--- src/core/pix_out_defs.svh ---
`ifndef PIX_OUT_DEFS_SVH
`define PIX_OUT_DEFS_SVH

// pixel and buffer geometry
`define PIX_WIDTH 24
`define PIX_FIFO_DEPTH 8
`define PIX_LINE_CNT_W 12
`define PIX_LINE_TOTAL_DEFAULT 12'h320

// recovered line sync stays active for this many pixel clocks
`define PIX_SYNC_ACTIVE_CYCLES 3'h4

// pixel clock rate and the hsync to reference delay
`define PIX_CLK_PERIOD_NS 10
`define PIX_REF_DELAY_NS 7
`define PIX_REF_DELAY_CYCLES \
  (((`PIX_REF_DELAY_NS + `PIX_CLK_PERIOD_NS - 1) / `PIX_CLK_PERIOD_NS) < 1 ? 1 : \
   ((`PIX_REF_DELAY_NS + `PIX_CLK_PERIOD_NS - 1) / `PIX_CLK_PERIOD_NS))

// reset values
`define PIX_OCLK_RESET 1'b1

`endif

--- src/core/pix_out_pkg.sv ---
package pix_out_pkg;

  // which half of a two-pixel pair the packer waits for
  typedef enum logic {
    PK_FIRST,
    PK_SECOND
  } pack_state_t;

endpackage : pix_out_pkg

--- src/core/pixel_fifo.sv ---
`timescale 1ns/1ps
`include "pix_out_defs.svh"

module pixel_fifo #(
  parameter int WIDTH = `PIX_WIDTH,
  parameter int DEPTH = `PIX_FIFO_DEPTH
) (
  // clock and reset
  input wire logic i_ref_clk,
  input wire logic i_reset,
  // fill side
  input wire logic i_in_valid,
  output logic o_in_ready,
  input wire logic [WIDTH-1:0] i_in_data,
  // drain side
  output logic o_out_valid,
  input wire logic i_out_ready,
  output logic [WIDTH-1:0] o_out_data
);

  localparam int AW = (DEPTH > 1) ? $clog2(DEPTH) : 1;

  logic [WIDTH-1:0] mem [DEPTH];
  logic [AW-1:0] wr_ptr_r;
  logic [AW-1:0] rd_ptr_r;
  logic [AW:0] cnt_r;
  logic [AW:0] cnt_nxt;
  logic ready_r;

  wire push = i_in_valid & ready_r;
  wire pop = o_out_valid & i_out_ready;
  wire wr_last = (wr_ptr_r == AW'(DEPTH - 1));
  wire rd_last = (rd_ptr_r == AW'(DEPTH - 1));

  assign o_in_ready = ready_r;
  assign o_out_valid = (cnt_r != '0);
  assign o_out_data = mem[rd_ptr_r];

  always_comb begin
    cnt_nxt = cnt_r;
    if (push && !pop) begin
      cnt_nxt = cnt_r + 1'b1;
    end else if (pop && !push) begin
      cnt_nxt = cnt_r - 1'b1;
    end
  end

  always_ff @(posedge i_ref_clk) begin
    if (push) begin
      mem[wr_ptr_r] <= i_in_data;
    end
  end

  // ready is registered so a full buffer stalls the source cleanly
  always_ff @(posedge i_ref_clk) begin
    if (i_reset) begin
      wr_ptr_r <= '0;
      rd_ptr_r <= '0;
      cnt_r <= '0;
      ready_r <= 1'b0;
    end else begin
      if (push) begin
        wr_ptr_r <= wr_last ? '0 : wr_ptr_r + 1'b1;
      end
      if (pop) begin
        rd_ptr_r <= rd_last ? '0 : rd_ptr_r + 1'b1;
      end
      cnt_r <= cnt_nxt;
      ready_r <= (cnt_nxt != (AW+1)'(DEPTH));
    end
  end

endmodule : pixel_fifo

--- src/core/pixel_output_mode_select.sv ---
// Summary of operation
// - line reference pulse follows each hsync rising edge
// - phase detector compares reference with recovered sync
// - packing bit zero: two pixels on A and B
// - packing bit one: one pixel, A only
// - assign bit zero: A carries falling-edge samples
// - assign bit one: B carries falling-edge samples
// - packing bit zero: A and B presented together on rising edge
// - one-pixel mode holds all B outputs at zero
`timescale 1ns/1ps
`include "pix_out_defs.svh"

module pixel_output_mode_select #(
  parameter int PIX_W = `PIX_WIDTH,
  parameter int FIFO_DEPTH = `PIX_FIFO_DEPTH,
  parameter int LINE_W = `PIX_LINE_CNT_W
) (
  // clock and reset
  input wire logic i_ref_clk,
  input wire logic i_reset,
  // sync pin and line length
  input wire logic i_hsync,
  input wire logic [LINE_W-1:0] i_line_total,
  // mode control
  input wire logic i_one_pixel_mode,
  input wire logic i_chan_assign,
  // captured pixels in
  input wire logic i_pix_valid,
  output logic o_pix_ready,
  input wire logic [PIX_W-1:0] i_pix_data,
  // display controller side
  input wire logic i_out_ready,
  output logic o_pixel_output_clock,
  output logic o_out_valid,
  output logic [PIX_W-1:0] o_chan_a,
  output logic [PIX_W-1:0] o_chan_b,
  // line lock loop
  output logic o_line_ref,
  output logic o_recovered_line_sync,
  output logic o_phase_up,
  output logic o_phase_down
);

  localparam int REF_DLY = `PIX_REF_DELAY_CYCLES;

  ////////////////////////////////////////////////////////////////////////////////
  // hsync capture and line reference

  logic hs_meta_r;
  logic hs_sync_r;
  logic hs_prev_r;
  logic [REF_DLY-1:0] ref_pipe_r;

  wire hs_rise = hs_sync_r & ~hs_prev_r;

  always_ff @(posedge i_ref_clk) begin
    if (i_reset) begin
      hs_meta_r <= 1'b0;
      hs_sync_r <= 1'b0;
      hs_prev_r <= 1'b0;
    end else begin
      hs_meta_r <= i_hsync;
      hs_sync_r <= hs_meta_r;
      hs_prev_r <= hs_sync_r;
    end
  end

  always_ff @(posedge i_ref_clk) begin
    if (i_reset) begin
      ref_pipe_r <= '0;
    end else if (REF_DLY == 1) begin
      ref_pipe_r <= REF_DLY'(hs_rise);
    end else begin
      ref_pipe_r <= REF_DLY'({ref_pipe_r, hs_rise});
    end
  end

  wire ref_evt = ref_pipe_r[REF_DLY-1];

  ////////////////////////////////////////////////////////////////////////////////
  // divider chain, output clock and recovered sync

  logic [LINE_W-1:0] line_cnt_r;
  logic [2:0] sync_left_r;
  logic sync_r;
  logic oclk_r;

  // a line total of zero would never wrap cleanly, so it behaves as one
  wire [LINE_W-1:0] line_last = (i_line_total == '0) ? '0 : i_line_total - LINE_W'(1);
  wire line_wrap = (line_cnt_r >= line_last);

  always_ff @(posedge i_ref_clk) begin
    if (i_reset) begin
      line_cnt_r <= '0;
    end else begin
      line_cnt_r <= line_wrap ? '0 : line_cnt_r + LINE_W'(1);
    end
  end

  always_ff @(posedge i_ref_clk) begin
    if (i_reset) begin
      oclk_r <= `PIX_OCLK_RESET;
    end else if (i_one_pixel_mode) begin
      oclk_r <= 1'b1;
    end else if (line_wrap) begin
      oclk_r <= 1'b0;
    end else begin
      oclk_r <= ~oclk_r;
    end
  end

  always_ff @(posedge i_ref_clk) begin
    if (i_reset) begin
      sync_left_r <= '0;
      sync_r <= 1'b0;
    end else if (line_wrap) begin
      sync_left_r <= `PIX_SYNC_ACTIVE_CYCLES - 3'h1;
      sync_r <= 1'b1;
    end else if (sync_left_r != '0) begin
      sync_left_r <= sync_left_r - 3'h1;
      sync_r <= 1'b1;
    end else begin
      sync_r <= 1'b0;
    end
  end

  ////////////////////////////////////////////////////////////////////////////////
  // phase frequency detector

  logic up_r;
  logic down_r;

  wire up_set = up_r | ref_evt;
  wire down_set = down_r | line_wrap;
  wire pfd_clear = up_set & down_set;

  always_ff @(posedge i_ref_clk) begin
    if (i_reset) begin
      up_r <= 1'b0;
      down_r <= 1'b0;
    end else begin
      up_r <= up_set & ~pfd_clear;
      down_r <= down_set & ~pfd_clear;
    end
  end

  ////////////////////////////////////////////////////////////////////////////////
  // pixel buffer

  logic fifo_valid;
  logic [PIX_W-1:0] fifo_data;
  logic fifo_pop;

  pixel_fifo #(
    .WIDTH(PIX_W),
    .DEPTH(FIFO_DEPTH)
  ) u_fifo (
    .i_ref_clk(i_ref_clk),
    .i_reset(i_reset),
    .i_in_valid(i_pix_valid),
    .o_in_ready(o_pix_ready),
    .i_in_data(i_pix_data),
    .o_out_valid(fifo_valid),
    .i_out_ready(fifo_pop),
    .o_out_data(fifo_data)
  );

  ////////////////////////////////////////////////////////////////////////////////
  // packer

  pix_out_pkg::pack_state_t pk_r;
  logic [PIX_W-1:0] hold_r;
  logic [PIX_W-1:0] a_r;
  logic [PIX_W-1:0] b_r;
  logic valid_r;

  // first of a pair is taken before the falling edge, second before the rising one
  // a wrap forces the clock low, so a pair finished there would miss the rising edge
  wire pair_slot = (pk_r == pix_out_pkg::PK_FIRST) ? oclk_r : (~oclk_r & ~line_wrap);
  assign fifo_pop = fifo_valid & i_out_ready & (i_one_pixel_mode | pair_slot);
  wire pair_done = fifo_pop & ~i_one_pixel_mode & (pk_r == pix_out_pkg::PK_SECOND);
  wire [PIX_W-1:0] pair_a = i_chan_assign ? fifo_data : hold_r;
  wire [PIX_W-1:0] pair_b = i_chan_assign ? hold_r : fifo_data;

  always_ff @(posedge i_ref_clk) begin
    if (i_reset || i_one_pixel_mode) begin
      pk_r <= pix_out_pkg::PK_FIRST;
    end else if (fifo_pop) begin
      unique case (pk_r)
        pix_out_pkg::PK_FIRST: pk_r <= pix_out_pkg::PK_SECOND;
        pix_out_pkg::PK_SECOND: pk_r <= pix_out_pkg::PK_FIRST;
      endcase
    end
  end

  always_ff @(posedge i_ref_clk) begin
    if (i_reset) begin
      hold_r <= '0;
    end else if (fifo_pop && pk_r == pix_out_pkg::PK_FIRST) begin
      hold_r <= fifo_data;
    end
  end

  always_ff @(posedge i_ref_clk) begin
    if (i_reset) begin
      a_r <= '0;
      b_r <= '0;
      valid_r <= 1'b0;
    end else if (i_one_pixel_mode) begin
      valid_r <= fifo_pop;
      if (fifo_pop) begin
        a_r <= fifo_data;
      end
      b_r <= '0;
    end else begin
      valid_r <= pair_done;
      if (pair_done) begin
        a_r <= pair_a;
        b_r <= pair_b;
      end
    end
  end

  ////////////////////////////////////////////////////////////////////////////////
  // outputs

  assign o_line_ref = ref_pipe_r[REF_DLY-1];
  assign o_recovered_line_sync = sync_r;
  assign o_phase_up = up_r;
  assign o_phase_down = down_r;
  assign o_pixel_output_clock = oclk_r;
  assign o_out_valid = valid_r;
  assign o_chan_a = a_r;
  assign o_chan_b = b_r;

endmodule : pixel_output_mode_select

--- config.mk ---
export PLATFORM = sky130hd
export DESIGN_NAME = pixel_output_mode_select
export DESIGN_NICKNAME = d
export VERILOG_FILES = /design/src/core/pix_out_pkg.sv /design/src/core/pixel_fifo.sv /design/src/core/pixel_output_mode_select.sv
export VERILOG_INCLUDE_DIRS = /design/src /design/src/core
export SDC_FILE = /design/constraint.sdc
export NUM_CORES = 1
export LEC_CHECK = 0
export ABC_CLOCK_PERIOD_IN_PS = 5200
export BUFFER_PORTS_ARGS = -buffer_cell sky130_fd_sc_hd__buf_2
export CAP_MARGIN = 20
export CORE_MARGIN = 5
export CORE_UTILIZATION = 60
export DETAILED_ROUTE_END_ITERATION = 6
export PLACE_DENSITY = 0.8
export SYNTH_ARGS = -nofsm -noshare
export SYNTH_HDL_FRONTEND = slang
export SYNTH_HIERARCHICAL = 1
export SYNTH_SLANG_ARGS = --single-unit
--- constraint.sdc ---
create_clock -name i_ref_clk -period 5.2 [get_ports i_ref_clk]
set_input_delay 0.26 -clock i_ref_clk [delete_from_list [all_inputs] [get_ports i_ref_clk]]
set_output_delay 0.26 -clock i_ref_clk [all_outputs]
set_load 0.03 [all_outputs]
==> impl_metrics.yaml <==
outcome:
  status: "finished, final reports clean"
power:
  power.share.clock_pct: 35.0
  total_switching_power_w: 0.00146
  seq_power_share_pct: 50.0
  comb_power_share_pct: 15.1
  total_leakage_power_nw: 5.26
  power.share.switching_pct: 26.0
  power_density_normalized_to_cell_area_mw_per_mm2: 387
  cell_internal_pwr_w: 0.00415
  total_power_w: 0.00560
  power.ir.vdd_worst_mv: 0.304
setup_path:
  critical-path-slowest-cell: "sky130_fd_sc_hd__or4_4"
  timing.critical_path.required_ns: 5.62
  r2r_end: "o_chan_a[2]"
  worstRegToRegCells: 8
  r2r_slack_ns: 2.39
  r2r-start: "u_fifo/cnt_r[0]"
  crit_chain: "buf_2, or4_1, or3_1, or4_4, and2_1, ha_1, nor3b_1, o21ai_0, a32oi_2, buf_4, a21oi_2, buf_4, mux2_2"
  crit_path_max_fanout: 28
  critical-path-max-stage-delay_ns: 0.56
  cp-startpoint: "i_line_total[9]"
  capturing_element_of_the_worst_setup_path: "o_chan_a[2]"
  worst-setup-path-type: "input port to flop"
  setup.worst_path.start_class: "input port"
  arrival_time_at_the_worst_endpoint_ns: 4.12
  critPathCaptureType: "flop"
  crit_top_cell: "sky130_fd_sc_hd__buf_4"
die:
  design.die.area_mm2: 0.0239
  die_h_um: 155
  die_w_um: 155
  io-pin-count: 98
  placement_rows: 53
  placeableCoreArea_mm2: 0.0208
  initial_utilization_pct: 60.3
clock_network:
  htree_levels: 1
  clock-root-buffer: "sky130_fd_sc_hd__clkbuf_16"
  clk-insertion-delay-late_ns: 0.55
  clock_pin_slew_worst_setup_and_hold_paths_ns: 0.06
  post_cts_resized: 0
  cts_buffers: 29
  cts.path.max_buffers: 3
  cts_hold_buf: 25
  clock_sink_count: 303
  tritoncts: "yes"
  cts_post_setup_buffers_inserted: 0
sta:
  finalCritPeriodShare_pct: 71.0
  grt_setup_unrepaired: "no"
  final_hold_viol_count: 0
  max_freq_mhz: 271
  totalNegativeSetupSlack_ns: 0
  tightest_slew_ns: 1.00
  skew_ns: 0.0164
  timing.slew.headroom_pct: 33.2
  slew_viol_final: 0
  fin_crit_ns: 3.69
  final-setup-viol-count: 0
min_path:
  worstHoldPathType: "input port to flop"
  hold_path_depth: 3
synth:
  synthesis.instances: 915
  synth_top_area_share_pct: 45.9
  synth_cell_type_count: 50
  seq_area_frac_synth_pct: 63.6
  ys_async_sr_fraction_pct: 0
  synth-main-ff-cell: "sky130_fd_sc_hd__edfxtp_1"
  ys_seq_elements: 303
  synth.top_cells.by_area: "sky130_fd_sc_hd__edfxtp_1, sky130_fd_sc_hd__dfxtp_1, sky130_fd_sc_hd__mux4_2"
  yosys_warnings: 6
  yosys.area.top_type: "sky130_fd_sc_hd__edfxtp_1"
  syn_area_mm2: 0.0126
  synth_enable_flop_cells: 192
  syn_avg_cell_area_um2: 13.7
  syn-num-nets: 981
detailed_routing:
  post_drt_wl_per_cell_um: 20.1
  drc: 0
  vias: 7742
  detail_route.vias_per_cell: 5.84
  drtIter0Drc: 584
  detail_route.first_pass.iterations: 5
  drt-total-wl_um: 26600
  postRouteAntennaNets: 0
layout:
  filler_cell_count: 1407
  synthToLayoutAreaGrowth_pct: 15.2
  final_nets: 1096
  drive_above_1_share_pct: 25.9
global_route:
  antenna_found_initial: 1
  grt-ovfl-total: 0
  first_pass_grt_wire_length_um: 42000
  global_route.usage.total_pct: 22.1
  grt_max_degree: 55
  number_of_global_route_vias_before_repair: 7622
placed_design:
  place_congestion: 0.808
  port_buffers: 97
  post-dp-hpwl_um: 15700
job:
  max-cap-violations: 0
[how the worst min path moves through the flow]
stage / startpoint / slack, ns / endpoint
after floorplan: i_reset / 0.33 / u_fifo/cnt_r[3]
after global routing: i_out_ready / 0.07 / pk_r
after global placement: hs_prev_r / 0.37 / o_line_ref
final: i_out_ready / 0.07 / pk_r
after CTS: i_out_ready / 0.06 / pk_r
after detailed placement: hs_prev_r / 0.38 / o_line_ref
[cell usage in the layout (no fill, tap or decap), types with 4 or more instances in the layout]
| cell type | instances |
|---|---|
| sky130_fd_sc_hd__or3_1 | 4 |
| sky130_fd_sc_hd__clkinv_2 | 10 |
| sky130_fd_sc_hd__buf_4 | 15 |
| sky130_fd_sc_hd__nor2b_1 | 29 |
| sky130_fd_sc_hd__clkbuf_1 | 7 |
| sky130_fd_sc_hd__nand2_1 | 131 |
| sky130_fd_sc_hd__xnor2_1 | 11 |
| sky130_fd_sc_hd__nor2_1 | 30 |
| sky130_fd_sc_hd__mux4_2 | 48 |
| sky130_fd_sc_hd__mux2i_1 | 26 |
| sky130_fd_sc_hd__a21oi_1 | 86 |
| sky130_fd_sc_hd__nor3_1 | 8 |
| sky130_fd_sc_hd__dlygate4sd3_1 | 25 |
| sky130_fd_sc_hd__clkbuf_16 | 29 |
| sky130_fd_sc_hd__xor2_1 | 13 |
| sky130_fd_sc_hd__edfxtp_1 | 192 |
| sky130_fd_sc_hd__buf_2 | 97 |
| sky130_fd_sc_hd__ha_1 | 23 |
| sky130_fd_sc_hd__dfxtp_1 | 109 |
| sky130_fd_sc_hd__nand4_1 | 4 |
| sky130_fd_sc_hd__nor3_2 | 5 |
| sky130_fd_sc_hd__inv_1 | 16 |
| sky130_fd_sc_hd__nand3_1 | 5 |
| sky130_fd_sc_hd__a211oi_1 | 25 |
| sky130_fd_sc_hd__mux2_2 | 48 |
[layer usage]
metal  up-vias  share of wire (%)  GRT usage (%)
li1       3604                  -              -
met1      3852                 43           30.6
met2       245                 49           37.6
met3        41                6.1           3.41
met4         0                1.9           5.05
met5         -                  0              0
[area by class of cell]
type                       instances  area [µm²]  share of cell area, %
clock inverter                    14         113                  0.778
antenna                            1        2.50                 0.0173
timing repair buffer             137         848                   5.86
tap                              275         344                   2.38
clock buffer                      37         766                   5.29
sequential                       303        7990                   55.2
multi-input combinational        543        4340                   30.0
inverter                          16        60.1                  0.415
[state kept, by name, indices dropped and copies added (netlist names), 3 cells and up, named ones only]
| signal | cells |
|---|---|
| hold_r | 24 |
| line_cnt_r | 12 |
| o_chan_a | 24 |
| o_chan_b | 24 |
| sync_left_r | 3 |
| u_fifo/cnt_r | 4 |
| u_fifo/mem | 192 |
| u_fifo/rd_ptr_r | 3 |
| u_fifo/wr_ptr_r | 3 |
[critical path: cells and delay by family]
family / cells / cell delay, ns
adder cells (fa/ha/maj): 1 / 0.27
AO/OA/AOI/OAI: 3 / 0.81
buffers and inverters: 3 / 0.72
AND/OR/NAND/NOR: 5 / 1.66
multiplexers: 1 / 0.37
[logic make-up after synthesis]
logic type	after synthesis	synth area share, %
xor+xnor	24	1.67
mux	122	15.0
compound gates	129	6.21
simple gates	245	8.94
flops	303	63.6
fa+ha+maj	23	2.29
buf+inv	69	2.32
[metrics by stage]
step	cell area, µm²	setup slack (ns)	util (%)	std cells	hold slack [ns]
floorplan	12600	0.906	-	915	0.332
global placement	13300	1.04	64.1	1249	0.373
detailed placement	13300	0.986	64.1	1249	0.380
CTS	14500	1.51	69.5	1325	0.0571
global route	14500	1.27	69.5	1326	0.0654
finish	14500	1.51	69.5	1326	0.0739
[power groups by stage]
| stage | Sequential, W | Combinational [W] | Clock (W) |
|---|---|---|---|
| 6_report | 0.00280 | 0.000845 | 0.00196 |
| 5_1_grt | 0.00282 | 0.000919 | 0.00210 |
| 4_1_cts | 0.00280 | 0.000842 | 0.00199 |
| 3_5_place_dp | 0.00285 | 0.000816 | 0 |
| 3_3_place_gp | 0.00285 | 0.000800 | 0 |
| 2_1_floorplan | 0.00284 | 0.000631 | 0 |
[cell usage after synthesis (all sizes together), types with 2 or more instances]
| library cell | number |
|---|---|
| edfxtp | 192 |
| nand2 | 131 |
| dfxtp | 111 |
| a21oi | 87 |
| mux2 | 48 |
| mux4 | 48 |
| clkbuf | 34 |
| nor2 | 33 |
| nor2b | 29 |
| mux2i | 26 |
| a211oi | 25 |
| ha | 23 |
| buf | 19 |
| inv | 16 |
| nor3 | 13 |
| xor2 | 13 |
| xnor2 | 11 |
| nand3 | 6 |
| a21o | 4 |
| and2 | 4 |
| nand4 | 4 |
| o21ai | 4 |
| or3 | 4 |
| a31oi | 3 |
| nand2b | 3 |
| nor4 | 3 |
| or2 | 3 |
| or4 | 3 |
| a2111oi | 2 |
| and3 | 2 |
| nor3b | 2 |
Power figures use the tool's default switching activity.
